--- config.mk ---
export PLATFORM = sky130hd
export DESIGN_NAME = htpc_top
export DESIGN_NICKNAME = d
export VERILOG_FILES = /design/src/htpc_pkg.sv /design/src/htpc_trig_sync.sv /design/src/htpc_top.sv
export SDC_FILE = /design/constraint.sdc
export NUM_CORES = 1
export LEC_CHECK = 0
export BUFFER_PORTS_ARGS = -buffer_cell sky130_fd_sc_hd__buf_2
export CORE_MARGIN = 1
export CORE_UTILIZATION = 55
export DETAILED_ROUTE_END_ITERATION = 7
export MAX_ROUTING_LAYER = met4
export PLACE_DENSITY_LB_ADDON = 0.1
export SYNTH_ARGS = -nofsm -noshare
export SYNTH_HDL_FRONTEND = slang
export SYNTH_HIERARCHICAL = 1
export SYNTH_SLANG_ARGS = --single-unit
--- constraint.sdc ---
create_clock -name sys_clk_i -period 4.3 [get_ports sys_clk_i]
set_input_delay 0.86 -clock sys_clk_i [delete_from_list [all_inputs] [get_ports sys_clk_i]]
set_output_delay 0.86 -clock sys_clk_i [all_outputs]
set_load 0.01 [all_outputs]
--- src/htpc_pkg.sv ---
// Functional notes
// - writing launch flag high starts playback except in level mode, where the trigger overrides writes; clearing it early aborts playback
// - edge mode: trigger rising edge sets launch flag, sequence plays
// - edge mode: rising edge while flag high cancels playback, clears flag
// - edge mode: trigger falling edge does nothing
// - level mode: launch flag follows trigger; falling edge aborts playback
// - noise gate suppresses input amplitude below two-bit threshold
// - supply voltage field updates during playback, readable by host
// - bus watchdog resets protocol after 4.33 ms stall, not in standby
// - overtemperature shuts down and sets status flag
// - output short during playback latches short flag, shuts down, restarts default when cleared
// - regulator short keeps device dead, returns to defaults on removal
// - brownout issues internal reset; restart in default state
// - enable high is active; low is shutdown keeping registers
// - enable low: no register read or write happens
// - standby bit resets set; low power keeps registers and bus
// - setting standby stops playback at once; clearing goes ready
// - software reset bit aborts playback, restores defaults, self-clears
// - launch flag stays high until sequence done; mirrors trigger in level mode, toggles on rising edge in edge mode
package htpc_pkg;
  localparam logic [7:0] STATUS_ADDR = 8'h00;
  localparam logic [7:0] MODE_ADDR   = 8'h01;
  localparam logic [7:0] LAUNCH_ADDR = 8'h0c;
  localparam logic [7:0] CFG_ADDR    = 8'h1d;
  localparam logic [7:0] SUPPLY_ADDR = 8'h21;
  localparam int STAT_OVERTEMP_BIT = 1;
  localparam int STAT_SHORT_BIT    = 0;
  localparam int MODE_RESET_BIT    = 7;
  localparam int MODE_STANDBY_BIT  = 6;
  localparam logic [7:0] MODE_RESET_VAL = 8'h40;
  localparam logic [7:0] CFG_RESET_VAL  = 8'h00;
  localparam logic [2:0] TRIG_INTERNAL = 3'h0;
  localparam logic [2:0] TRIG_EDGE     = 3'h1;
  localparam logic [2:0] TRIG_LEVEL    = 3'h2;
  localparam int CLK_MHZ = 50;
  localparam int WDOG_US_X100 = 433000;
  localparam int WDOG_CYCLES = WDOG_US_X100 * CLK_MHZ / 100;
  typedef enum logic [1:0] {
    HTPC_IDLE    = 2'b00,
    HTPC_READY   = 2'b01,
    HTPC_PLAY    = 2'b11,
    HTPC_FAULT   = 2'b10
  } htpc_state_t;
  typedef struct packed {
    logic       wr;
    logic       rd;
    logic [7:0] addr;
    logic [7:0] wdata;
  } htpc_req_t;
  typedef struct packed {
    logic overtemp;
    logic out_short;
    logic reg_short;
    logic brownout;
  } htpc_fault_t;
endpackage

--- src/htpc_trig_sync.sv ---
`timescale 1ns/10ps
`default_nettype none
module htpc_trig_sync (
  // clock and reset
  input  wire logic sys_clk_i,
  input  wire logic rst_i,
  // pin in, conditioned level and edges out
  input  wire logic pin_i,
  output logic      level_o,
  output logic      rise_o,
  output logic      fall_o
);
  logic meta_r;
  logic sync_r;
  logic prev_r;
  // first stage is read only by the second
  always_ff @(posedge sys_clk_i or posedge rst_i) begin
    if (rst_i) begin
      meta_r <= 1'b0;
      sync_r <= 1'b0;
      prev_r <= 1'b0;
    end else begin
      meta_r <= pin_i;
      sync_r <= meta_r;
      prev_r <= sync_r;
    end
  end
  assign level_o = sync_r;
  assign rise_o  = sync_r & ~prev_r;
  assign fall_o  = ~sync_r & prev_r;
endmodule // htpc_trig_sync
`default_nettype wire

--- src/htpc_top.sv ---
`timescale 1ns/10ps
`default_nettype none
module htpc_top
  import htpc_pkg::*;
#(
  parameter int WDOG_LIMIT = WDOG_CYCLES
) (
  // clock and reset (reset covers power-on)
  input  wire logic        sys_clk_i,
  input  wire logic        rst_i,
  // register port
  input  wire logic [7:0]  addr_i,
  input  wire logic [7:0]  wdata_i,
  input  wire logic        wr_i,
  input  wire logic        rd_i,
  output logic      [7:0]  rdata_o,
  // pins and analog front-end status
  input  wire logic        enable_pin_i,
  input  wire logic        trigger_input_pin_i,
  input  wire logic [2:0]  trig_mode_i,
  input  wire logic        overtemp_i,
  input  wire logic        out_short_i,
  input  wire logic        reg_short_i,
  input  wire logic        brownout_i,
  input  wire logic [7:0]  supply_meas_i,
  input  wire logic [7:0]  input_amp_i,
  input  wire logic        seq_done_i,
  input  wire logic        bus_activity_i,
  input  wire logic        bus_idle_i,
  // control outputs
  output logic             playing_o,
  output logic             shutdown_o,
  output logic             bus_proto_rst_o,
  output logic      [7:0]  gated_amp_o
);
  ////////////////////////////////////////////////////////////////////////////
  htpc_req_t   req;
  htpc_fault_t flt;
  htpc_state_t state_r;
  logic        trig_lvl;
  logic        trig_rise;
  logic        trig_fall;
  logic        launch_r;
  logic [7:0]  mode_r;
  logic [7:0]  cfg_r;
  logic [7:0]  supply_r;
  logic        overtemp_r;
  logic        short_fault_flag_r;
  logic        soft_rst_r;
  logic [22:0] wdog_r;
  logic        dead;
  logic        reg_wr;
  logic        reg_rd;
  logic        standby;
  logic [7:0]  gate_level;

  assign req = '{wr: wr_i, rd: rd_i, addr: addr_i, wdata: wdata_i};
  assign flt = '{overtemp: overtemp_i, out_short: out_short_i,
                 reg_short: reg_short_i, brownout: brownout_i};
  // regulator short and brownout both act as a held internal reset
  assign dead    = flt.reg_short | flt.brownout;
  assign reg_wr  = req.wr & enable_pin_i;
  assign reg_rd  = req.rd & enable_pin_i;
  assign standby = mode_r[MODE_STANDBY_BIT];

  htpc_trig_sync u_sync (
    .sys_clk_i (sys_clk_i),
    .rst_i     (rst_i),
    .pin_i     (trigger_input_pin_i),
    .level_o   (trig_lvl),
    .rise_o    (trig_rise),
    .fall_o    (trig_fall)
  );

  ////////////////////////////////////////////////////////////////////////////
  // mode register: standby and self-clearing soft reset
  always_ff @(posedge sys_clk_i or posedge rst_i) begin
    if (rst_i) begin
      mode_r <= MODE_RESET_VAL;
    end else if (dead || soft_rst_r) begin
      mode_r <= MODE_RESET_VAL;
    end else if (reg_wr && req.addr == MODE_ADDR) begin
      mode_r <= req.wdata;
    end
  end
  // reset bit lives one cycle then clears once defaults are loaded
  assign soft_rst_r = mode_r[MODE_RESET_BIT];

  always_ff @(posedge sys_clk_i or posedge rst_i) begin
    if (rst_i) begin
      cfg_r <= CFG_RESET_VAL;
    end else if (dead || soft_rst_r) begin
      cfg_r <= CFG_RESET_VAL;
    end else if (reg_wr && req.addr == CFG_ADDR) begin
      cfg_r <= req.wdata;
    end
  end

  ////////////////////////////////////////////////////////////////////////////
  // launch flag
  always_ff @(posedge sys_clk_i or posedge rst_i) begin
    if (rst_i) begin
      launch_r <= 1'b0;
    end else if (dead || soft_rst_r || standby || !enable_pin_i ||
                 state_r == HTPC_FAULT) begin
      launch_r <= 1'b0;
    end else if (trig_mode_i == TRIG_LEVEL) begin
      launch_r <= trig_lvl;
    end else if (trig_mode_i == TRIG_EDGE && trig_rise) begin
      launch_r <= ~launch_r;
    end else if (reg_wr && req.addr == LAUNCH_ADDR) begin
      launch_r <= req.wdata[0];
    end else if (launch_r && seq_done_i) begin
      launch_r <= 1'b0;
    end
    // falling edge in edge mode leaves the flag alone
  end

  ////////////////////////////////////////////////////////////////////////////
  // operating state
  always_ff @(posedge sys_clk_i or posedge rst_i) begin
    if (rst_i) begin
      state_r <= HTPC_IDLE;
    end else if (dead || soft_rst_r) begin
      state_r <= HTPC_IDLE;
    end else begin
      case (state_r)
        HTPC_IDLE:  if (!standby && enable_pin_i) state_r <= HTPC_READY;
        HTPC_READY: begin
          if (flt.overtemp || flt.out_short) state_r <= HTPC_FAULT;
          else if (standby || !enable_pin_i) state_r <= HTPC_IDLE;
          else if (launch_r) state_r <= HTPC_PLAY;
        end
        HTPC_PLAY: begin
          if (flt.overtemp || flt.out_short) state_r <= HTPC_FAULT;
          else if (!launch_r) state_r <= HTPC_READY;
        end
        HTPC_FAULT: if (!flt.overtemp && !flt.out_short) state_r <= HTPC_IDLE;
        default:    state_r <= HTPC_IDLE;
      endcase
    end
  end

  ////////////////////////////////////////////////////////////////////////////
  // status flags: latched, cleared when condition gone and on reset
  always_ff @(posedge sys_clk_i or posedge rst_i) begin
    if (rst_i) begin
      overtemp_r         <= 1'b0;
      short_fault_flag_r <= 1'b0;
    end else if (dead || soft_rst_r) begin
      overtemp_r         <= 1'b0;
      short_fault_flag_r <= 1'b0;
    end else begin
      overtemp_r         <= flt.overtemp;
      // short is only noticed while driving
      if (flt.out_short && state_r == HTPC_PLAY) begin
        short_fault_flag_r <= 1'b1;
      end else if (!flt.out_short) begin
        short_fault_flag_r <= 1'b0;
      end
    end
  end

  always_ff @(posedge sys_clk_i or posedge rst_i) begin
    if (rst_i) begin
      supply_r <= 8'h00;
    end else if (state_r == HTPC_PLAY) begin
      supply_r <= supply_meas_i;
    end
  end

  ////////////////////////////////////////////////////////////////////////////
  // bus watchdog: counts while a transfer is open and nothing moves
  always_ff @(posedge sys_clk_i or posedge rst_i) begin
    if (rst_i) begin
      wdog_r          <= 23'h000000;
      bus_proto_rst_o <= 1'b0;
    end else if (standby || bus_idle_i || bus_activity_i) begin
      wdog_r          <= 23'h000000;
      bus_proto_rst_o <= 1'b0;
    end else if (wdog_r == 23'(WDOG_LIMIT - 1)) begin
      wdog_r          <= 23'h000000;
      bus_proto_rst_o <= 1'b1;
    end else begin
      wdog_r          <= wdog_r + 23'h000001;
      bus_proto_rst_o <= 1'b0;
    end
  end

  ////////////////////////////////////////////////////////////////////////////
  // noise gate: threshold steps of 2, 4, 8 counts, 0 disables
  always_comb begin
    case (cfg_r[1:0])
      2'h0:    gate_level = 8'h00;
      2'h1:    gate_level = 8'h02;
      2'h2:    gate_level = 8'h04;
      default: gate_level = 8'h08;
    endcase
  end

  always_ff @(posedge sys_clk_i or posedge rst_i) begin
    if (rst_i) begin
      gated_amp_o <= 8'h00;
    end else begin
      gated_amp_o <= (input_amp_i < gate_level) ? 8'h00 : input_amp_i;
    end
  end

  ////////////////////////////////////////////////////////////////////////////
  // outputs and read port
  always_ff @(posedge sys_clk_i or posedge rst_i) begin
    if (rst_i) begin
      playing_o  <= 1'b0;
      shutdown_o <= 1'b1;
    end else begin
      playing_o  <= (state_r == HTPC_PLAY) && launch_r;
      shutdown_o <= !enable_pin_i || dead || state_r == HTPC_FAULT;
    end
  end

  always_ff @(posedge sys_clk_i or posedge rst_i) begin
    if (rst_i) begin
      rdata_o <= 8'h00;
    end else if (reg_rd) begin
      case (req.addr)
        STATUS_ADDR: rdata_o <= {6'h00, overtemp_r, short_fault_flag_r};
        MODE_ADDR:   rdata_o <= mode_r;
        LAUNCH_ADDR: rdata_o <= {7'h00, launch_r};
        CFG_ADDR:    rdata_o <= cfg_r;
        SUPPLY_ADDR: rdata_o <= supply_r;
        default:     rdata_o <= 8'h00;
      endcase
    end else begin
      rdata_o <= 8'h00;
    end
  end

  ////////////////////////////////////////////////////////////////////////////
  edge_cancel_a: assert property (@(posedge sys_clk_i) disable iff (rst_i)
    trig_mode_i == TRIG_EDGE && trig_rise && launch_r && !standby && enable_pin_i && !dead && !soft_rst_r
    |=> !launch_r) else $error("edge retrigger did not cancel");
  edge_launch_a: assert property (@(posedge sys_clk_i) disable iff (rst_i)
    trig_mode_i == TRIG_EDGE && trig_rise && !launch_r && !standby && enable_pin_i && !dead && !soft_rst_r
    && state_r != HTPC_FAULT |=> launch_r) else $error("edge trigger did not launch");
  edge_fall_a: assert property (@(posedge sys_clk_i) disable iff (rst_i)
    trig_mode_i == TRIG_EDGE && trig_fall && launch_r && !seq_done_i && !reg_wr && !standby
    && enable_pin_i && !dead && !soft_rst_r && state_r != HTPC_FAULT |=> launch_r)
    else $error("falling edge changed flag");
  level_track_a: assert property (@(posedge sys_clk_i) disable iff (rst_i)
    trig_mode_i == TRIG_LEVEL && !trig_lvl |=> !launch_r) else $error("level flag not cleared");
  standby_stop_a: assert property (@(posedge sys_clk_i) disable iff (rst_i)
    standby |=> !launch_r ##1 !playing_o) else $error("standby did not stop playback");
  soft_clear_a: assert property (@(posedge sys_clk_i) disable iff (rst_i)
    soft_rst_r |=> !soft_rst_r && mode_r == MODE_RESET_VAL) else $error("soft reset did not clear");
  no_access_a: assert property (@(posedge sys_clk_i) disable iff (rst_i)
    !enable_pin_i && wr_i |=> $stable(cfg_r) || $past(dead)) else $error("write while disabled");
  supply_hold_a: assert property (@(posedge sys_clk_i) disable iff (rst_i)
    state_r == HTPC_PLAY |=> supply_r == $past(supply_meas_i)) else $error("supply not sampled");
  fault_stop_a: assert property (@(posedge sys_clk_i) disable iff (rst_i)
    overtemp_i && state_r == HTPC_PLAY && !dead && !soft_rst_r |=> state_r == HTPC_FAULT ##1 shutdown_o)
    else $error("overtemp did not shut down");
  wdog_quiet_a: assert property (@(posedge sys_clk_i) disable iff (rst_i)
    standby |=> !bus_proto_rst_o) else $error("watchdog fired in standby");
  // a held internal reset returns registers and flag to defaults at the next edge
  dead_reset_a: assert property (@(posedge sys_clk_i) disable iff (rst_i)
    dead |=> mode_r == MODE_RESET_VAL && cfg_r == CFG_RESET_VAL && !launch_r)
    else $error("internal reset left state behind");
  enable_off_a: assert property (@(posedge sys_clk_i) disable iff (rst_i)
    !enable_pin_i |=> shutdown_o && !launch_r) else $error("disabled part not shut down");
  gate_block_a: assert property (@(posedge sys_clk_i) disable iff (rst_i)
    input_amp_i < gate_level |=> gated_amp_o == 8'h00) else $error("noise gate passed small input");
  short_latch_a: assert property (@(posedge sys_clk_i) disable iff (rst_i)
    out_short_i && state_r == HTPC_PLAY && !dead && !soft_rst_r
    |=> short_fault_flag_r && state_r == HTPC_FAULT) else $error("output short not latched");
  level_follow_a: assert property (@(posedge sys_clk_i) disable iff (rst_i)
    trig_mode_i == TRIG_LEVEL && trig_lvl && !standby && enable_pin_i && !dead && !soft_rst_r
    && state_r != HTPC_FAULT |=> launch_r) else $error("level flag not raised");
  write_launch_a: assert property (@(posedge sys_clk_i) disable iff (rst_i)
    trig_mode_i != TRIG_EDGE && trig_mode_i != TRIG_LEVEL && reg_wr && req.addr == LAUNCH_ADDR
    && req.wdata[0] && !standby && !dead && !soft_rst_r && state_r != HTPC_FAULT |=> launch_r)
    else $error("launch write did not set flag");
endmodule // htpc_top
`default_nettype wire

==> flow_summary_export.csv, run 1 <==
group,metric,value,unit
layout,fillCellCount,492,
timing,fin_tns_setup,0,ns
timing,worst_pin_slew,1.15,ns
synthesis,syn-num-nets,364,
power,vdd_drop_max,0.000197,V
floorplanning,ioPinCount,67,
worst_hold_path,worst_hold_path_type,"register to register",
clock_network,clockBufferDepth,2,
routing,ant_nets,0,
job,maxCapViolCount,0,
floorplanning,coreArea,5920,um^2
placement,dp_hpwl,5.16,mm
worst_setup_path,crit_arrival,2.75,ns
global_route,track_usage,26.4,%
clock_network,ctsHoldBuffers,0,
routing,drtIter0Drc,184,
synthesis,synth_area,3390,um^2
timing,min_period,2.47,ns
global_route,grt_pass1_wl,12.2,mm
power,p_sw,0.315,mW
placement,port_buffers,66,
timing,slew_viol_final,0,
power,swShare,23.6,%
worst_setup_path,path_cells,"buf_2 > or4b_2 > nor3_1 > a222oi_1 > nor2_1",
layout,n_antenna_cell,0,
global_route,antenna_found_initial,0,
power,pwr-share-comb,5.5,%
layout,seq_area,1850,um^2
clock_network,cts_made_buffers,9,
power,power_density,335,nW/um^2
floorplanning,die-area,6480,um^2
timing,finClkSkew,0.00757,ns
layout,area_delta_synth_final,17.4,%
timing,final.period_utilization,57.5,%
timing,fmax,0.404,GHz
worst_setup_path,crit_required,4.58,ns
routing,vias,2629,
clock_network,cts_resized,0,
power,clockPowerShare,41.4,%
clock_network,cts_sinks,74,
routing,route.detailed.drc,0,
placement,placed_area,3780,um^2
clock_network,cts-root-buf,"clkbuf_8",
run_status,status,"complete, no violations",
timing,relSlewSlack,22.6,%
clock_network,path_clk_slew,0.08,ns
worst_setup_path,crit_type,"primary input to register",
power,seq_power_share,53.1,%
layout,postLayoutCellArea,3980,um^2
power,p_leak,1.78,nW
worst_setup_path,max_stage_delay,0.75,ns
timing,hold_viol,0,
clock_network,clk_latency,0.35,ns
floorplanning,rows,28,
layout,finish.utilization,67.2,%
layout,nets,432,
synthesis,synthCells,313,
worst_setup_path,crit_fanout,6,
timing,setup_viol,0,
routing,wl_per_cell,15.8,um
floorplanning,start_util,57.3,%
routing,via_per_inst,5.70,
synthesis,syn_area_per_cell,10.8,um^2
routing,routed_wl,7.28,mm
floorplanning,die_h,80.5,um
routing,first_pass_iters,6,
worst_setup_path,startpoint_type,"primary input",
floorplanning,fp.dieW,80.5,um
clock_network,post-cts-setup-buffers,0,
layout,drive_above_1_share,27.2,%
global_route,grt_pass1_vias,2586,
global_route,grt-ovfl-total,0,
layout,multi_input_area,1440,um^2
clock_network,h-tree-depth,3,
worst_setup_path,end_kind,"register",
synthesis,ys_warn_count,6,
timing,rsz0062_at_grt,"false",
placement,gp_congestion,0.882,
power,p_int,1.02,mW
power,power,1.34,mW
clock_network,cts_tree,"yes",
global_route,grt_max_degree,47,
worst_setup_path,cp_slowest_cell,"or4b_2",
timing,hold_slack,0.353,ns
[sequential cells by signal (all words and copies together), names as in the netlist]
register,count
wdog_r,23
cfg_r,8
gated_amp_o,8
mode_r,8
rdata_o,8
supply_r,8
state_r,2
bus_proto_rst_o,1
launch_r,1
overtemp_r,1
playing_o,1
short_fault_flag_r,1
shutdown_o,1
u_sync/level_o,1
u_sync/meta_r,1
u_sync/prev_r,1
[metal layers]
metal  global-route usage, %  share of wire (%)  up-vias
met3                    4.32                3.7       18
li1                        -                  -     1267
met5                       -                  0        -
met4                    14.5                3.2        0
met2                    42.1                 49       74
met1                    31.9                 44     1270
[worst paths after layout]
check                                         from                  endpoint  slack, ns  cells past startpoint
max                                      addr_i[1]      rdata_o[6]$_DFF_PP0_       1.83                      5
min                        u_sync/meta_r$_DFF_PP0_  u_sync/level_o$_DFF_PP0_       0.35                      0
max reg2reg                    wdog_r[2]$_DFF_PP0_      wdog_r[19]$_DFF_PP0_       2.01                      4
min reg2reg                u_sync/meta_r$_DFF_PP0_  u_sync/level_o$_DFF_PP0_       0.35                      0
max in group asynchronous                    rst_i  gated_amp_o[5]$_DFF_PP0_       2.68                      3
min in group asynchronous                    rst_i   u_sync/meta_r$_DFF_PP0_       0.37                      2
[cell usage in the layout, fill, tap and decap left out, types with 6 or more instances in the layout]
cell type and n:
nor2_1 53, mux2_2 9, nand3_1 7, buf_2 66
inv_1 12, a222oi_1 6, clkbuf_8 10, nor3_1 11
xnor2_1 14, nand4_1 11, nor4_1 9, mux2i_1 16
nand2_1 14, dfrtp_1 72
[power by group through the flow]
| stage | registers (mW) | logic [mW] | clock network (mW) |
|---|---|---|---|
| 2_1_floorplan | 0.725 | 0.0320 | 0 |
| 3_3_place_gp | 0.723 | 0.0723 | 0 |
| 3_5_place_dp | 0.723 | 0.0748 | 0 |
| 4_1_cts | 0.710 | 0.0749 | 0.559 |
| 5_1_grt | 0.711 | 0.0839 | 0.588 |
| 6_report | 0.710 | 0.0735 | 0.553 |
[through the flow]
step,cells,setup WS [ns]
final,461,1.83
after global routing,461,1.73
after CTS,461,1.87
after detailed placement,445,1.50
after global placement,445,1.50
after floorplan,313,1.65
[layout make-up]
class,count,share of cell area (%)
tap,75,2.36
inverter,13,1.23
timing repair buffer,67,8.49
clock inverter,6,1.67
clock buffer,10,3.46
sequential,74,46.6
multi-input combinational,216,36.2
[critical path, delay by kind of cell]
family,cells,cell delay (ns)
buf+inv,1,0.11
compound gates,1,0.24
simple gates,3,1.54
Power figures use the tool's default switching activity.
==> run 2, diff against run 1 <==
--- a/config.mk
+++ b/config.mk
@@ -7,7 +7,7 @@
 export LEC_CHECK = 0
 export BUFFER_PORTS_ARGS = -buffer_cell sky130_fd_sc_hd__buf_2
 export CORE_MARGIN = 1
-export CORE_UTILIZATION = 55
+export CORE_UTILIZATION = 49
 export DETAILED_ROUTE_END_ITERATION = 7
 export MAX_ROUTING_LAYER = met4
 export PLACE_DENSITY_LB_ADDON = 0.1
==> constraint.sdc (replaced) <==
create_clock -name sys_clk_i -period 2.2 [get_ports sys_clk_i]
set_input_delay 0.44 -clock sys_clk_i [delete_from_list [all_inputs] [get_ports sys_clk_i]]
set_output_delay 0.44 -clock sys_clk_i [all_outputs]
set_load 0.01 [all_outputs]
==> run 2 against run 1 <==
Effect of this change: first-iteration DRC count down 28%; global-route usage is 3.6 points lower; critical path depth rose by 1; sequential power up 96%; power increased by 97%; combinational power is 110% higher; die area grew 12%; clock skew shrank 0.00061 ns; routed wire length fell by 2.1%; register-to-register slack worse by 1.9 ns; utilization decreased by 3.9 points; largest cell class unchanged; largest power group unchanged.
==> flow_summary_export.csv, run 2 (synthesis gave the netlist of run 1 again) <==
group,metric,value,unit
layout,final_common_cell,"dfrtp_1",
job,maxCapViolCount,0,
timing,fmax,0.490,GHz
placement,port_buffers,66,
clock_network,ctsHoldBuffers,1,
routing,ant_nets,0,
timing,worst_pin_slew,0.551,ns
worst_setup_path,crit_arrival,2.27,ns
worst_hold_path,worst_hold_path_type,"primary input to register",
global_route,grt-ovfl-total,0,
global_route,track_usage,22.7,%
global_route,grt_pass1_wl,12.2,mm
layout,regMostFlops,"wdog_r",
layout,largest_reg_flops,23,
layout,n_antenna_cell,0,
floorplanning,die_h,85.2,um
timing,finClkSkew,0.00696,ns
clock_network,path_clk_slew,0.08,ns
power,p_leak,1.85,nW
layout,nets,446,
global_route,grt_pass1_vias,2599,
floorplanning,coreArea,6530,um^2
routing,wl_per_cell,14.9,um
floorplanning,rows,29,
worst_setup_path,cp-startpoint,"wdog_r[0]$_DFF_PP0_",
clock_network,post-cts-setup-buffers,0,
worst_setup_path,crit_type,"register to register",
global_route,antenna_found_initial,0,
routing,first_pass_iters,4,
worst_setup_path,end_kind,"register",
layout,drive_above_1_share,29.5,%
clock_network,cts_tree,"yes",
timing,hold_viol,0,
worst_setup_path,crit_required,2.43,ns
routing,drtIter0Drc,133,
timing,slew_viol_final,0,
layout,layout_common_cells,"dfrtp_1, buf_2, nor2_1",
floorplanning,start_util,51.9,%
worst_hold_path,hold_path.startpoint,"trigger_input_pin_i",
timing,final.period_utilization,92.7,%
run_status,status,"complete, no violations",
power,power_density,636,nW/um^2
timing,fin_tns_setup,0,ns
placement,dp_hpwl,5.18,mm
worst_setup_path,r2r_start,"wdog_r[0]$_DFF_PP0_",
timing,setup_viol,0,
routing,via_per_inst,5.50,
routing,vias,2624,
timing,rsz0062_at_grt,"false",
clock_network,h-tree-depth,3,
clock_network,cts_resized,0,
timing,min_period,2.04,ns
layout,fin_cells,477,
power,vdd_drop_max,0.000409,V
floorplanning,fp.dieW,85.2,um
worst_setup_path,crit_fanout,19,
floorplanning,die-area,7260,um^2
timing,relSlewSlack,63.0,%
routing,routed_wl,7.13,mm
routing,route.detailed.drc,0,
clock_network,cts-root-buf,"clkbuf_8",
clock_network,cts_sinks,74,
placement,dp_cells,460,
worst_setup_path,startpoint_type,"register",
clock_network,cts_made_buffers,9,
clock_network,clockBufferDepth,2,
layout,area_delta_synth_final,22.1,%
placement,gp_congestion,0.820,
global_route,grt_max_degree,51,
clock_network,clk_latency,0.35,ns
floorplanning,ioPinCount,67,
-- run 2: cell types whose count changed in the layout (fill, tap and decap cells not counted), sizes merged --
cell,previous run,this run
inv,13,14
clkinv,5,2
dlygate4sd3,0,1
clkinvlp,0,2
buf,67,80
-- run 2: path summary, 6_finish.rpt --
kind	to	slack, ns	depth (start not counted)
max in group asynchronous	shutdown_o$_DFF_PP1_	1.17	4
hold / removal	u_sync/meta_r$_DFF_PP0_	0.20	1
min in group asynchronous	u_sync/level_o$_DFF_PP0_	0.54	3
setup reg to reg	wdog_r[12]$_DFF_PP0_	0.16	6
setup / recovery	wdog_r[12]$_DFF_PP0_	0.16	6
hold reg to reg	u_sync/level_o$_DFF_PP0_	0.37	0
-- run 2: where the power goes --
part / leakage, nW / total [mW] / internal (mW) / switching [mW]
Combinational: 0.766 / 0.151 / 0.0668 / 0.0846
Clock: 0.103 / 1.10 / 0.566 / 0.530
Sequential: 0.983 / 1.39 / 1.38 / 0.00780
Total: 1.85 / 2.63 / 2.01 / 0.622
-- run 2: per-layer routing --
layer | GRT usage [%] | up-vias | routed length [um]
met5 | - | - | 0
met4 | 9.09 | 0 | 154
met3 | 5.25 | 14 | 263
met2 | 37.1 | 48 | 3500
met1 | 27.3 | 1260 | 3210
li1 | - | 1302 | -
-- run 2: cell type report --
cell class / count / area, um^2
inverter: 13 / 52.6
fill: 548 / 2390
clock inverter: 6 / 72.6
sequential: 74 / 1850
multi-input combinational: 216 / 1440
clock buffer: 10 / 138
tap: 77 / 96.3
timing repair buffer: 81 / 483
-- run 2: stage by stage --
step	area (um^2)	total power, mW	utilization, %	hold slack (ns)	setup slack, ns
after detailed placement	3920	1.57	60.0	0.345	0.157
after global placement	3920	1.56	60.0	0.334	0.189
final	4140	2.63	63.4	0.199	0.160
after global routing	4140	2.75	63.4	0.175	0.0690
after CTS	4140	2.67	63.4	0.180	0.150
after floorplan	3390	1.48	-	0.194	0.181
-- run 2: critical path, cell delays in order (launching register included) --
cell	delay [ns]
dfrtp_1	0.39
ha_1	0.24
or4b_1	0.46
or4_4	0.45
o21ai_4	0.18
buf_12	0.16
nor2_1	0.05
==> run 3, diff against run 2 <==
--- a/config.mk
+++ b/config.mk
@@ -5,13 +5,15 @@
 export SDC_FILE = /design/constraint.sdc
 export NUM_CORES = 1
 export LEC_CHECK = 0
+export ABC_AREA = 1
 export BUFFER_PORTS_ARGS = -buffer_cell sky130_fd_sc_hd__buf_2
+export CELL_PAD_IN_SITES_DETAIL_PLACEMENT = 1
+export CELL_PAD_IN_SITES_GLOBAL_PLACEMENT = 1
 export CORE_MARGIN = 1
-export CORE_UTILIZATION = 49
+export CORE_UTILIZATION = 37
 export DETAILED_ROUTE_END_ITERATION = 7
 export MAX_ROUTING_LAYER = met4
 export PLACE_DENSITY_LB_ADDON = 0.1
 export SYNTH_ARGS = -nofsm -noshare
 export SYNTH_HDL_FRONTEND = slang
-export SYNTH_HIERARCHICAL = 1
 export SYNTH_SLANG_ARGS = --single-unit
==> run 3 against run 2 <==
Effect of this change: combinational power is 37% higher; sequential power about the same; final cell count increased by 45%; clock-buffer cell count grew 1; sequential share of layout area shrank 3.9 points; synthesized cell count rose by 56%; register-to-register slack improved by 0.38 ns; via count up 29%; cell area rose by 9.5%; first-iteration DRC count fell by 3.0%; fmax grew 23%; non-clock buffer count down 11; critical endpoint is now wdog_r[5]$_DFF_PP0_.
==> flow_summary_export.csv, run 3 <==
group,metric,value,unit
run_status,status,"complete, no violations",
layout,final_common_cell,"nand2_1",
timing,finClkSkew,0.0125,ns
power,power,2.77,mW
worst_setup_path,cp_slowest_cell,"nor3_1",
synthesis,netlist_top_cells_count,"nand2_1, nor2_1, dfrtp_1",
worst_setup_path,max_stage_delay,0.47,ns
synthesis,syn_area_per_cell,7.91,um^2
power,p_sw,0.645,mW
power,seq_power_share,50.9,%
synthesis,synth_top_cells_by_area,"dfrtp_1, nand2_1, nor2_1",
clock_network,ctsHoldBuffers,0,
floorplanning,coreArea,9950,um^2
timing,relSlewSlack,64.3,%
synthesis,synth-seq-cells,74,
synthesis,yosysMostFrequentCell,"nand2_1",
power,pwr-share-comb,7.5,%
clock_network,cts_made_buffers,9,
clock_network,cts_tree,"yes",
power,vdd_drop_max,0.000246,V
layout,n_antenna_cell,0,
worst_setup_path,startpoint_type,"register",
routing,drtIter0Drc,129,
worst_setup_path,crit_required,2.46,ns
routing,wl_per_cell,14.9,um
routing,routed_wl,10.4,mm
synthesis,ys_seq_area_share,48.1,%
layout,drive_above_1_share,24.1,%
synthesis,synth_edf_count,0,
clock_network,clockBufferDepth,2,
worst_setup_path,end_kind,"register",
synthesis,async_reset_ff_share,100,%
layout,regMostFlops,"wdog_r",
placement,port_buffers,66,
timing,min_period,1.66,ns
worst_setup_path,cp_common_cell,"nor3_1",
floorplanning,die-area,10800,um^2
routing,via_per_inst,4.86,
global_route,grt_pass1_wl,17.7,mm
timing,worst_pin_slew,0.532,ns
synthesis,synth_compound_area_share,6.79,%
layout,largest_reg_flops,23,
synthesis,yosys.area_share.simple,34.8,%
synthesis,synthCells,487,
synthesis,syn-num-nets,538,
synthesis,yosysTopAreaCell,"dfrtp_1",
power,clockPowerShare,41.6,%
floorplanning,ioPinCount,67,
power,power_density,610,nW/um^2
worst_hold_path,worst_hold_path_type,"primary input to asynchronous set/reset pin",
layout,layout_common_cells,"nand2_1, nor2_1, dfrtp_1",
routing,vias,3373,
clock_network,cts_resized,0,
synthesis,ys_warn_count,0,
floorplanning,die_h,104,um
timing,final.period_utilization,75.4,%
global_route,grt-ovfl-total,0,
timing,hold_viol,0,
synthesis,synth_area,3850,um^2
global_route,antenna_found_initial,0,
floorplanning,rows,36,
global_route,grt_pass1_vias,3566,
timing,rsz0062_at_grt,"false",
routing,ant_nets,0,
timing,setup_viol,0,
routing,route.detailed.drc,0,
synthesis,synth-main-ff-cell,"dfrtp_1",
worst_setup_path,crit_arrival,1.92,ns
job,maxCapViolCount,0,
power,p_leak,2.15,nW
layout,postLayoutCellArea,4530,um^2
global_route,track_usage,21.3,%
placement,dp_slack,0.400,ns
clock_network,post-cts-setup-buffers,0,
floorplanning,fp.dieW,104,um
layout,nets,609,
synthesis,synth_cell_type_count,37,
worst_setup_path,path_cells,"nor3_1 > nand2_1 > buf_4 > nor3_1",
timing,slew_viol_final,0,
timing,fin_tns_setup,0,ns
placement,gp_congestion,0.811,
worst_setup_path,crit_fanout,7,
clock_network,cts-root-buf,"clkbuf_8",
routing,first_pass_iters,4,
placement,placed_area,4330,um^2
synthesis,synth.mux.area_fraction,0,%
global_route,grt_max_degree,75,
worst_setup_path,crit_type,"register to register",
clock_network,h-tree-depth,3,
timing,worst_slack,0.541,ns
clock_network,clk_latency,0.35,ns
placement,dp_hpwl,7.87,mm
floorplanning,start_util,38.7,%
synthesis,synth_top_cell_area_share,46.8,%
layout,area_delta_synth_final,17.7,%
power,swShare,23.3,%
synthesis,synth_top_family_by_area,"simple AND/OR/NAND/NOR gates",
power,p_int,2.12,mW
clock_network,path_clk_slew,0.07,ns
synthesis,synthAdderAreaFrac,0.974,%
clock_network,cts_sinks,74,
timing,fmax,0.603,GHz
synthesis,synth-xor-area-share,1.82,%
run 3: worst paths after layout:
| check | startpoint | to | slack, ns | depth (start not counted) |
|---|---|---|---|---|
| max | mode_r[6]$_DFFE_PP1P_ | wdog_r[5]$_DFF_PP0_ | 0.54 | 4 |
| min | rst_i | gated_amp_o[0]$_DFF_PP0_ | 0.17 | 3 |
| max reg2reg | mode_r[6]$_DFFE_PP1P_ | wdog_r[5]$_DFF_PP0_ | 0.54 | 4 |
| min reg2reg | u_sync.meta_r$_DFF_PP0_ | u_sync.level_o$_DFF_PP0_ | 0.35 | 0 |
| max in group asynchronous | rst_i | mode_r[6]$_DFFE_PP1P_ | 1.63 | 3 |
| min in group sys_clk_i | trigger_input_pin_i | u_sync.meta_r$_DFF_PP0_ | 0.19 | 1 |
run 3: through the flow:
stage	utilization (%)	hold WS, ns	cells
after floorplan	-	0.331	487
after global placement	43.5	0.342	680
after detailed placement	43.5	0.340	680
after CTS	45.5	0.183	694
after global routing	45.5	0.178	694
final	45.5	0.168	694
run 3: power by group through the flow:
stage               logic [mW]  registers, mW  clock network (mW)
floorplan                0.114           1.43                   0
global placement         0.205           1.43                   0
detailed placement       0.212           1.43                   0
CTS                      0.213           1.41                1.18
global route             0.237           1.41                1.24
finish                   0.207           1.41                1.15
run 3: cells by family (layout without fill, tap and decap cells):
family | Yosys count | after routing
and+or+nand+nor | 290 | 290
DFF | 74 | 74
buffers and inverters | 69 | 143
AOI/OAI and AO/OA | 43 | 43
xor gates and xnor gates | 8 | 8
adders and majority gates | 3 | 3
run 3: layout make-up:
class                           count  area, um^2
Clock buffer                       11         141
Inverter                           59         225
Fill cell                        1251        5420
Sequential cell                    74        1850
Timing Repair Buffer               70         373
Multi-Input combinational cell    344        1710
Tap cell                          133         166
Clock inverter                      3        65.1
run 3: critical path: cells and delay by family, from the launching register on:
family                 cells  cell delay [ns]
flip-flops                 1             0.39
buffers and inverters      1             0.25
AND/OR/NAND/NOR            3             0.93
run 3: routing by layer:
| metal | share of wire [%] | vias up | wire length [um] | GRT usage, % |
|---|---|---|---|---|
| met2 | 52 | 53 | 5340 | 36.5 |
| met5 | 0 | - | 0 | - |
| li1 | - | 1668 | - | - |
| met3 | 2.9 | 14 | 302 | 3.88 |
| met1 | 44 | 1638 | 4540 | 25.0 |
| met4 | 1.7 | 0 | 178 | 7.65 |
